[src/nsc_pkg.sv]
// Constants shared by the oscillator sync control block
package nsc_pkg;
	// Register offsets
	localparam logic [11:0] ADDR_OSC_CTRL   = 12'h300;
	localparam logic [11:0] ADDR_PHASE_CONT = 12'h301;
	localparam logic [11:0] ADDR_SYNC_SRC   = 12'h302;
	localparam logic [11:0] ADDR_ACC_RESET  = 12'h303;
	localparam logic [11:0] ADDR_SW_SYNC    = 12'h304;

	// Reset values
	localparam logic [7:0] RST_OSC_CTRL   = 8'h00;
	localparam logic [7:0] RST_PHASE_CONT = 8'h00;
	localparam logic [7:0] RST_SYNC_SRC   = 8'h00;
	localparam logic [7:0] RST_ACC_RESET  = 8'h0f;
	localparam logic [7:0] RST_SW_SYNC    = 8'h00;

	// Field positions in oscillator_control and the software sync register
	localparam int BIT_FAST_RECONFIG = 7;
	localparam int BIT_SELF_COHERENT = 2;
	localparam int BIT_SYNTHESIS     = 1;
	localparam int BIT_MIXER         = 0;
	localparam int BIT_SW_SYNC       = 0;

	// Sync source encodings
	localparam logic [1:0] SRC_IMMEDIATE  = 2'h0;
	localparam logic [1:0] SRC_SYSREF_ONE = 2'h1;
	localparam logic [1:0] SRC_SYSREF_ALL = 2'h2;
	localparam logic [1:0] SRC_LSB_PATTERN = 2'h3;

	// Pattern lengths in samples
	localparam logic [2:0] PAT_LOW_SAMPLES  = 3'h4;
	localparam logic [2:0] PAT_HIGH_SAMPLES = 3'h4;

	// Block state, apart from the registered mode flags
	typedef struct packed {
		logic [7:0] osc_ctrl;
		logic [7:0] phase_cont;
		logic [7:0] sync_src;
		logic [7:0] acc_sel;
		logic [7:0] sw_sync;
		logic [7:0] rdata;
		logic       armed;
		logic       waiting;
		logic [2:0] low_cnt;
		logic [2:0] high_cnt;
		logic       sysref_prev;
		logic       cs_prev;
		logic       sync_event;
		logic [3:0] acc_reset;
		logic [3:0] phase_seed;
		logic       dither_active;
		logic       lsb_out;
	} nsc_state_t;
endpackage : nsc_pkg

[src/nsc_sync_source_config_control.sv]
// Oscillator control registers and sync event logic
`timescale 1ns/10ps
module nsc_sync_source_config_control (
	input  wire logic        clk_sys,
	input  wire logic        rst_n,
	input  wire logic [11:0] reg_addr,
	input  wire logic [7:0]  reg_wdata,
	input  wire logic        reg_write,
	input  wire logic        reg_read,
	output logic      [7:0]  reg_rdata,
	input  wire logic        datapath_enable,
	input  wire logic        sysref,
	input  wire logic        upconverter_channel_zero_i_lsb,
	input  wire logic        fast_chip_select,
	input  wire logic        fast_sync_flag,
	input  wire logic [3:0]  fast_accumulator_reset_select,
	input  wire logic        fast_dither_enable,
	input  wire logic        dither_enable,
	output logic             fast_reconfig_enable,
	output logic             self_coherent_select,
	output logic [3:0]       ref_from_channel_zero,
	output logic             synthesis_active,
	output logic             mixer_enable,
	output logic [3:0]       phase_continuous_select,
	output logic             sync_event,
	output logic [3:0]       accumulator_reset,
	output logic [3:0]       phase_seed,
	output logic             dither_active,
	output logic             upconverter_channel_zero_lsb_out
);

	////////////////////////////////////////////////////////////////////////////
	// State registers
	nsc_pkg::nsc_state_t state_reg;
	nsc_pkg::nsc_state_t state_next;
	logic                synth_reg;
	logic [3:0]          refsel_reg;

	// Address match used by both write and read decode
	function automatic logic addr_hit(input logic [11:0] addr, input logic [11:0] offset);
		addr_hit = (addr == offset);
	endfunction : addr_hit

	////////////////////////////////////////////////////////////////////////////
	// Next-state logic
	logic       fast_mode;
	logic [1:0] source;
	logic       sw_level;
	logic       sw_rise;
	logic       sysref_rise;
	logic       cs_rise;
	logic       hunting;
	logic       pattern_hit;
	logic       trigger;

	// Register writes, reads, trigger selection and pattern hunt
	always_comb begin
		state_next            = state_reg;
		fast_mode             = state_reg.osc_ctrl[nsc_pkg::BIT_FAST_RECONFIG];
		source                = state_reg.sync_src[1:0];
		sw_level              = state_reg.sw_sync[nsc_pkg::BIT_SW_SYNC];
		sysref_rise           = sysref & ~state_reg.sysref_prev;
		cs_rise               = fast_chip_select & ~state_reg.cs_prev;
		sw_rise               = reg_write && addr_hit(reg_addr, nsc_pkg::ADDR_SW_SYNC)
		                        && reg_wdata[nsc_pkg::BIT_SW_SYNC] && !sw_level;
		pattern_hit           = 1'b0;
		trigger               = 1'b0;
		state_next.sysref_prev = sysref;
		state_next.cs_prev    = fast_chip_select;

		// Register writes
		if (reg_write) begin
			if (addr_hit(reg_addr, nsc_pkg::ADDR_OSC_CTRL)) begin
				state_next.osc_ctrl = reg_wdata;
			end
			if (addr_hit(reg_addr, nsc_pkg::ADDR_PHASE_CONT)) begin
				state_next.phase_cont = reg_wdata;
			end
			if (addr_hit(reg_addr, nsc_pkg::ADDR_SYNC_SRC)) begin
				state_next.sync_src = reg_wdata;
			end
			if (addr_hit(reg_addr, nsc_pkg::ADDR_ACC_RESET)) begin
				state_next.acc_sel = reg_wdata;
			end
			if (addr_hit(reg_addr, nsc_pkg::ADDR_SW_SYNC)) begin
				state_next.sw_sync = reg_wdata;
			end
		end

		// Register reads, unmapped addresses answer zero
		if (reg_read) begin
			if (addr_hit(reg_addr, nsc_pkg::ADDR_OSC_CTRL)) begin
				state_next.rdata = state_reg.osc_ctrl;
			end else if (addr_hit(reg_addr, nsc_pkg::ADDR_PHASE_CONT)) begin
				state_next.rdata = state_reg.phase_cont;
			end else if (addr_hit(reg_addr, nsc_pkg::ADDR_SYNC_SRC)) begin
				state_next.rdata = state_reg.sync_src;
			end else if (addr_hit(reg_addr, nsc_pkg::ADDR_ACC_RESET)) begin
				state_next.rdata = state_reg.acc_sel;
			end else if (addr_hit(reg_addr, nsc_pkg::ADDR_SW_SYNC)) begin
				state_next.rdata = state_reg.sw_sync;
			end else begin
				state_next.rdata = 8'h00;
			end
		end

		// Pattern hunt runs only while a pattern trigger is bound
		hunting = fast_mode ? state_reg.waiting
		                    : (sw_level && source == nsc_pkg::SRC_LSB_PATTERN);
		if (!hunting) begin
			state_next.low_cnt  = 3'h0;
			state_next.high_cnt = 3'h0;
		end else if (!upconverter_channel_zero_i_lsb) begin
			// Low run saturates at its minimum length
			state_next.high_cnt = 3'h0;
			if (state_reg.low_cnt != nsc_pkg::PAT_LOW_SAMPLES) begin
				state_next.low_cnt = state_reg.low_cnt + 3'h1;
			end
		end else if (state_reg.low_cnt == nsc_pkg::PAT_LOW_SAMPLES) begin
			if (state_reg.high_cnt == nsc_pkg::PAT_HIGH_SAMPLES - 3'h1) begin
				pattern_hit         = 1'b1;
				state_next.low_cnt  = 3'h0;
				state_next.high_cnt = 3'h0;
			end else begin
				state_next.high_cnt = state_reg.high_cnt + 3'h1;
			end
		end else begin
			state_next.low_cnt  = 3'h0;
			state_next.high_cnt = 3'h0;
		end

		// Trigger selection
		if (fast_mode) begin
			unique case (source)
				nsc_pkg::SRC_IMMEDIATE: trigger = cs_rise && fast_sync_flag;
				nsc_pkg::SRC_LSB_PATTERN: trigger = pattern_hit;
				default: trigger = 1'b0;
			endcase
		end else begin
			unique case (source)
				nsc_pkg::SRC_IMMEDIATE: trigger = sw_rise;
				nsc_pkg::SRC_SYSREF_ONE: trigger = sysref_rise && state_reg.armed;
				nsc_pkg::SRC_SYSREF_ALL: trigger = sysref_rise && sw_level;
				nsc_pkg::SRC_LSB_PATTERN: trigger = pattern_hit;
			endcase
		end

		// One-shot arm: a new arming in the firing cycle wins
		if (!fast_mode && source == nsc_pkg::SRC_SYSREF_ONE && sw_rise) begin
			state_next.armed = 1'b1;
		end else if (trigger || fast_mode || source != nsc_pkg::SRC_SYSREF_ONE) begin
			state_next.armed = 1'b0;
		end

		// Fast-mode wait for the pattern after chip select rises
		if (fast_mode && source == nsc_pkg::SRC_LSB_PATTERN && cs_rise && fast_sync_flag) begin
			state_next.waiting = 1'b1;
		end else if (pattern_hit || !fast_mode || source != nsc_pkg::SRC_LSB_PATTERN) begin
			state_next.waiting = 1'b0;
		end

		// Event outputs: reset mask and dither from the bank that fast mode selects, seed always from phase_cont
		state_next.sync_event = trigger;
		state_next.acc_reset  = 4'h0;
		state_next.phase_seed = 4'h0;
		if (trigger) begin
			state_next.acc_reset     = fast_mode ? fast_accumulator_reset_select
			                                     : state_reg.acc_sel[3:0];
			state_next.phase_seed    = ~state_reg.phase_cont[3:0];
			state_next.dither_active = fast_mode ? fast_dither_enable : dither_enable;
		end

		// LSb reads as zero while the fast pattern wait is open
		state_next.lsb_out = (fast_mode && state_reg.waiting) ? 1'b0 : upconverter_channel_zero_i_lsb;
	end

	////////////////////////////////////////////////////////////////////////////
	// State register
	always_ff @(posedge clk_sys or negedge rst_n) begin
		if (!rst_n) begin
			state_reg            <= '0;
			state_reg.osc_ctrl   <= nsc_pkg::RST_OSC_CTRL;
			state_reg.phase_cont <= nsc_pkg::RST_PHASE_CONT;
			state_reg.sync_src   <= nsc_pkg::RST_SYNC_SRC;
			state_reg.acc_sel    <= nsc_pkg::RST_ACC_RESET;
			state_reg.sw_sync    <= nsc_pkg::RST_SW_SYNC;
			state_reg.cs_prev    <= 1'b1; // Chip select idles high, so no false edge after reset
		end else begin
			state_reg <= state_next;
		end
	end

	// Derived mode flags registered so every output leaves a flip-flop
	always_ff @(posedge clk_sys or negedge rst_n) begin
		if (!rst_n) begin
			synth_reg  <= 1'b0;
			refsel_reg <= 4'h0;
		end else begin
			synth_reg  <= state_next.osc_ctrl[nsc_pkg::BIT_SYNTHESIS] & datapath_enable;
			refsel_reg <= {4{state_next.osc_ctrl[nsc_pkg::BIT_SELF_COHERENT]}}
			              & ~state_next.phase_cont[3:0];
		end
	end

	////////////////////////////////////////////////////////////////////////////
	// Outputs
	assign reg_rdata               = state_reg.rdata;
	assign fast_reconfig_enable    = state_reg.osc_ctrl[nsc_pkg::BIT_FAST_RECONFIG];
	assign self_coherent_select    = state_reg.osc_ctrl[nsc_pkg::BIT_SELF_COHERENT];
	assign ref_from_channel_zero   = refsel_reg;
	assign synthesis_active        = synth_reg;
	assign mixer_enable            = state_reg.osc_ctrl[nsc_pkg::BIT_MIXER];
	assign phase_continuous_select = state_reg.phase_cont[3:0];
	assign sync_event              = state_reg.sync_event;
	assign accumulator_reset       = state_reg.acc_reset;
	assign phase_seed              = state_reg.phase_seed;
	assign dither_active           = state_reg.dither_active;
	assign upconverter_channel_zero_lsb_out            = state_reg.lsb_out;

	////////////////////////////////////////////////////////////////////////////
	// Assertions
	a_immediate_sync: assert property (@(posedge clk_sys) disable iff (!rst_n)
		(sw_rise && !fast_mode && source == nsc_pkg::SRC_IMMEDIATE) |=> sync_event)
		else $error("software sync did not fire at once");

	a_reset_bank: assert property (@(posedge clk_sys) disable iff (!rst_n)
		(trigger && !fast_mode) |=> (accumulator_reset == $past(state_reg.acc_sel[3:0])))
		else $error("accumulator reset mask wrong");

	a_fast_bank: assert property (@(posedge clk_sys) disable iff (!rst_n)
		(trigger && fast_mode) |=> (accumulator_reset == $past(fast_accumulator_reset_select)))
		else $error("fast reset mask wrong");

	a_seed_mask: assert property (@(posedge clk_sys) disable iff (!rst_n)
		sync_event |-> (phase_seed == ~phase_continuous_select))
		else $error("phase seed mask wrong");

	a_no_event_idle: assert property (@(posedge clk_sys) disable iff (!rst_n)
		!sync_event |-> (accumulator_reset == 4'h0 && phase_seed == 4'h0))
		else $error("event outputs active without event");

	a_arm_once: assert property (@(posedge clk_sys) disable iff (!rst_n)
		(trigger && !fast_mode && source == nsc_pkg::SRC_SYSREF_ONE && !sw_rise) |=> !state_reg.armed)
		else $error("one-shot arm not cleared");

	a_sysref_level: assert property (@(posedge clk_sys) disable iff (!rst_n)
		(!fast_mode && source == nsc_pkg::SRC_SYSREF_ALL && sw_level && sysref && !$past(sysref))
		|=> sync_event)
		else $error("sysref edge missed");

	a_pattern_fire: assert property (@(posedge clk_sys) disable iff (!rst_n)
		(hunting && !upconverter_channel_zero_i_lsb) [*4] ##1 (hunting && upconverter_channel_zero_i_lsb) [*4] |=> sync_event)
		else $error("lsb pattern did not fire");

	a_lsb_masked: assert property (@(posedge clk_sys) disable iff (!rst_n)
		(fast_mode && state_reg.waiting) |=> !upconverter_channel_zero_lsb_out)
		else $error("lsb not forced low while waiting");

	a_fast_edge: assert property (@(posedge clk_sys) disable iff (!rst_n)
		(fast_mode && source == nsc_pkg::SRC_IMMEDIATE && fast_sync_flag
		 && fast_chip_select && !state_reg.cs_prev) |=> sync_event)
		else $error("chip select edge missed");

	a_synth_gate: assert property (@(posedge clk_sys) disable iff (!rst_n)
		synthesis_active |-> $past(datapath_enable))
		else $error("synthesis active without datapath");

	a_fast_refused: assert property (@(posedge clk_sys) disable iff (!rst_n)
		(fast_mode && (source == nsc_pkg::SRC_SYSREF_ONE || source == nsc_pkg::SRC_SYSREF_ALL)) |=> !sync_event)
		else $error("event from a reserved fast source");

	a_sw_ignored: assert property (@(posedge clk_sys) disable iff (!rst_n)
		(fast_mode && source == nsc_pkg::SRC_IMMEDIATE && !(cs_rise && fast_sync_flag)) |=> !sync_event)
		else $error("software sync acted in fast mode");

	a_fast_dither: assert property (@(posedge clk_sys) disable iff (!rst_n)
		(trigger && fast_mode) |=> (dither_active == $past(fast_dither_enable)))
		else $error("fast dither not applied");

	a_refsel_coherent: assert property (@(posedge clk_sys) disable iff (!rst_n)
		ref_from_channel_zero == ({4{self_coherent_select}} & ~phase_continuous_select))
		else $error("reference select does not follow control");

endmodule : nsc_sync_source_config_control
[config.mk]
export PLATFORM = sky130hd
export DESIGN_NAME = nsc_sync_source_config_control
export DESIGN_NICKNAME = d
export VERILOG_FILES = /design/src/nsc_pkg.sv /design/src/nsc_sync_source_config_control.sv
export SDC_FILE = /design/constraint.sdc
export NUM_CORES = 1
export LEC_CHECK = 0
export BUFFER_PORTS_ARGS = -buffer_cell sky130_fd_sc_hd__buf_4
export CAP_MARGIN = 0
export CORE_MARGIN = 2
export CORE_UTILIZATION = 55
export CTS_CLUSTER_SIZE = 40
export DETAILED_ROUTE_END_ITERATION = 12
export PLACE_DENSITY = 0.89
export SYNTH_ARGS = -nofsm -noshare
export SYNTH_HDL_FRONTEND = slang
export SYNTH_SLANG_ARGS = --single-unit
[constraint.sdc]
create_clock -name clk_sys -period 2.7 [get_ports clk_sys]
set_input_delay 0.405 -clock clk_sys [delete_from_list [all_inputs] [get_ports clk_sys]]
set_output_delay 0.405 -clock clk_sys [all_outputs]
set_load 0.01 [all_outputs]
==> summary.txt <==
Die
  • Initial Util: 0.568
  • Die width: 84.8 um
  • Die area: 7190 um2
  • Row count: 29
  • Core area: 6310 um2
  • Die Ht: 84.8 um
  • # IOs: 66

Global route
  • Grt ovf: 0
  • Largest net degree at the start of global routing: 75
  • Grt met3 use: 0.0442
  • Vias in the first global route: 2556
  • GRT Overall Usage: 0.225
  • Met2 Use GR: 0.386
  • Peak-usage layer in the global routing report: met2
  • GR Util met1: 0.282
  • First-pass GRT wire length: 12.6 mm
  • Initial antenna violation count: 0

Worst setup path
  • R2R Setup Slk: 550 ps
  • Worst r2r src: source[0]
  • Worst path max stage delay: 560 ps
  • Worst Setup Start Kind: input port
  • Worst-path maximum fanout: 8
  • CP Cell Sequence: buf_4 > or4_1 > or4b_4 > nor3_4 > mux2_2 > nor2_1
  • CP max-delay cell: or4_1
  • Critical path class: in -> reg
  • Worst path buffer plus inverter count: 1
  • CP startpoint: reg_addr[5]
  • Worst path required time: 2970 ps
  • CP Data Arrival Time: 2540 ps
  • Critical Path End Type: register
  • Crit-path leading delay family: simple AND/OR/NAND/NOR gates

STA
  • Endpoints failing setup: 0
  • Slew headroom: 0.399
  • Unrepaired setup endpoints after global routing: no
  • TNS Setup: 0 ps
  • Hold Vio Cnt, Final: 0
  • Crit share post-route: 0.839
  • Slew Viols, Final: 0
  • Clk_skew: 12.6 ps
  • Final Critical Period: 2260 ps
  • Worst Hold Slack: 184 ps
  • Fmax: 0.442 GHz
  • Worst-Margin Slew: 902 ps

Routing
  • First DRT Iteration DRCs: 215
  • Vias/cell: 5.67
  • WL final: 7.68 mm
  • ANT nets after route: 0
  • Vias: 2471
  • DRT Pass-1 Iters: 4
  • Drt drc: 0
  • Routed len/inst: 17.6 um

Worst hold path
  • Hold crit path type: in -> async

Final layout
  • Diodes inserted: 0
  • Max FFs per register: 41
  • Final net count: 397
  • Final Non-Filler Cells: 436
  • Fraction of layout cells with a size suffix above 1: 0.429
  • Area grow syn2layout: 18.3%
  • Fill cell count: 481

Pwr
  • Clock network power share: 0.399
  • Int Pwr: 1630 uW
  • Max VDD drop: 0.448 mV
  • Sequential power share: 0.531
  • Psw: 509 uW
  • Static Leak: 0.00209 uW
  • Gate power share: 0.071
  • Switching Fraction: 0.238
  • Cell area power density: 503 nW/um2

Flow run
  • Max-Cap Viols: 0

Clock network
  • CTS resizes: 0
  • Clk pin slew, worst setup/hold paths: 80 ps
  • Worst skew pair latency: 350 ps
  • CTS Hold Bufs: 0
  • H-tree levels: 3
  • Clock Sinks: 74
  • CTS tree: done
  • Post-CTS setup buffers: 0
  • Clock Tree Root: clkbuf_8
  • Num CTS Buffers: 9
  • Clk buf depth: 2

Synth
  • EDFF count, synth: 0
  • Synth Flop Type: dfrtp_1
  • Syn avg cell area: 12.2 um2
  • YS warnings: 0
  • Synthesized instance count: 295
  • Most frequent cell after synthesis: dfrtp_1
  • Syn nets: 338
  • Sequential area share after synthesis: 0.518
  • Synth unique cells: 49
  • Top post-synthesis cells by area: dfrtp_1, mux2_2, buf_4, mux2i_1, dfstp_2
  • Post-synth ARST share: 1.00
  • Cell area after synthesis: 3590 um2
  • Yosys reg bits: 74
  • Yosys top cell area share: 0.481
  • Most frequent cells after synthesis: dfrtp_1, mux2_2, nor2_1
  • Area leader, netlist: dfrtp_1

Placed design
  • Placed cells: 420
  • Count of input and output buffers: 65
  • Dpl hpwl: 5.42 mm
  • Routability Congestion: 0.818

Status
  • Status: complete, no violations
## kinds of logic after synthesis
family,after synthesis,synth area share
XOR/XNOR,1,0.00244
adder cells (fa/ha/maj),8,0.0279
AND/OR/NAND/NOR,76,0.122
AO/OA/AOI/OAI,40,0.0872
buffers and inverters,41,0.0732
multiplexers,55,0.170
flip-flops,74,0.518
## metal layers
layer | vias to the layer above | routed length [um]
li1 | 1148 | -
met1 | 1221 | 3150
met2 | 89 | 3910
met3 | 13 | 492
met4 | 0 | 126
met5 | - | 0
## through the flow
| step | area [um2] | setup slack, ps | util | power [uW] |
|---|---|---|---|---|
| 5_1_grt | 4240 | 312 | 0.672 | 2210 |
| 2_1_floorplan | 3590 | 231 | - | 1220 |
| 3_5_place_dp | 4050 | 78.0 | 0.641 | 1310 |
| 4_1_cts | 4240 | 435 | 0.672 | 2150 |
| 3_3_place_gp | 4050 | 142 | 0.641 | 1300 |
| 6_report | 4240 | 436 | 0.672 | 2140 |
## cells in the final DEF, fill, tap and decap left out, types with 3 or more instances in the layout
master,count
buf_4,78
nor2_1,24
o221a_2,7
o2bb2ai_1,8
inv_1,10
mux2i_1,14
dfrtp_1,69
o21ai_0,12
a21oi_1,4
nand4_1,3
dfstp_2,5
nand2_1,14
nor3b_1,3
ha_1,8
clkbuf_8,9
mux2_2,39
nor3_1,3
nand3_1,8
## final timing paths
| kind | to | cells past startpoint |
|---|---|---|
| setup / recovery | ref_from_channel_zero[0] | 6 |
| hold / removal | state_reg[35] | 1 |
| setup reg to reg | dither_active | 6 |
| hold reg to reg | state_reg[13] | 1 |
| max in group asynchronous | state_reg[66] | 1 |
| min in group clk_sys | state_reg[11] | 1 |
## worst reg2reg max path, delay by kind of cell (launching register included)
family                   cells  cell delay (ps)
AO/OA/AOI/OAI                3              830
adder cells (fa/ha/maj)      1              270
flip-flops                   1              440
multiplexers                 1              310
AND/OR/NAND/NOR              1              210
## cell type report
class | instances | area, um2 | area share
sequential | 74 | 1860 | 0.438
multi-input combinational | 180 | 1470 | 0.346
timing repair buffer | 78 | 586 | 0.138
clock buffer | 10 | 128 | 0.0301
tap | 77 | 96.3 | 0.0227
clock inverter | 6 | 67.6 | 0.0159
inverter | 11 | 41.3 | 0.00973
## power groups by stage
| stage | combinational [uW] | sequential, uW | clock, uW |
|---|---|---|---|
| after floorplan | 65.5 | 1150 | 0 |
| after global placement | 148 | 1150 | 0 |
| after detailed placement | 153 | 1150 | 0 |
| after CTS | 153 | 1130 | 861 |
| after global routing | 165 | 1140 | 906 |
| final | 151 | 1130 | 851 |
Power figures use the tool's default switching activity.
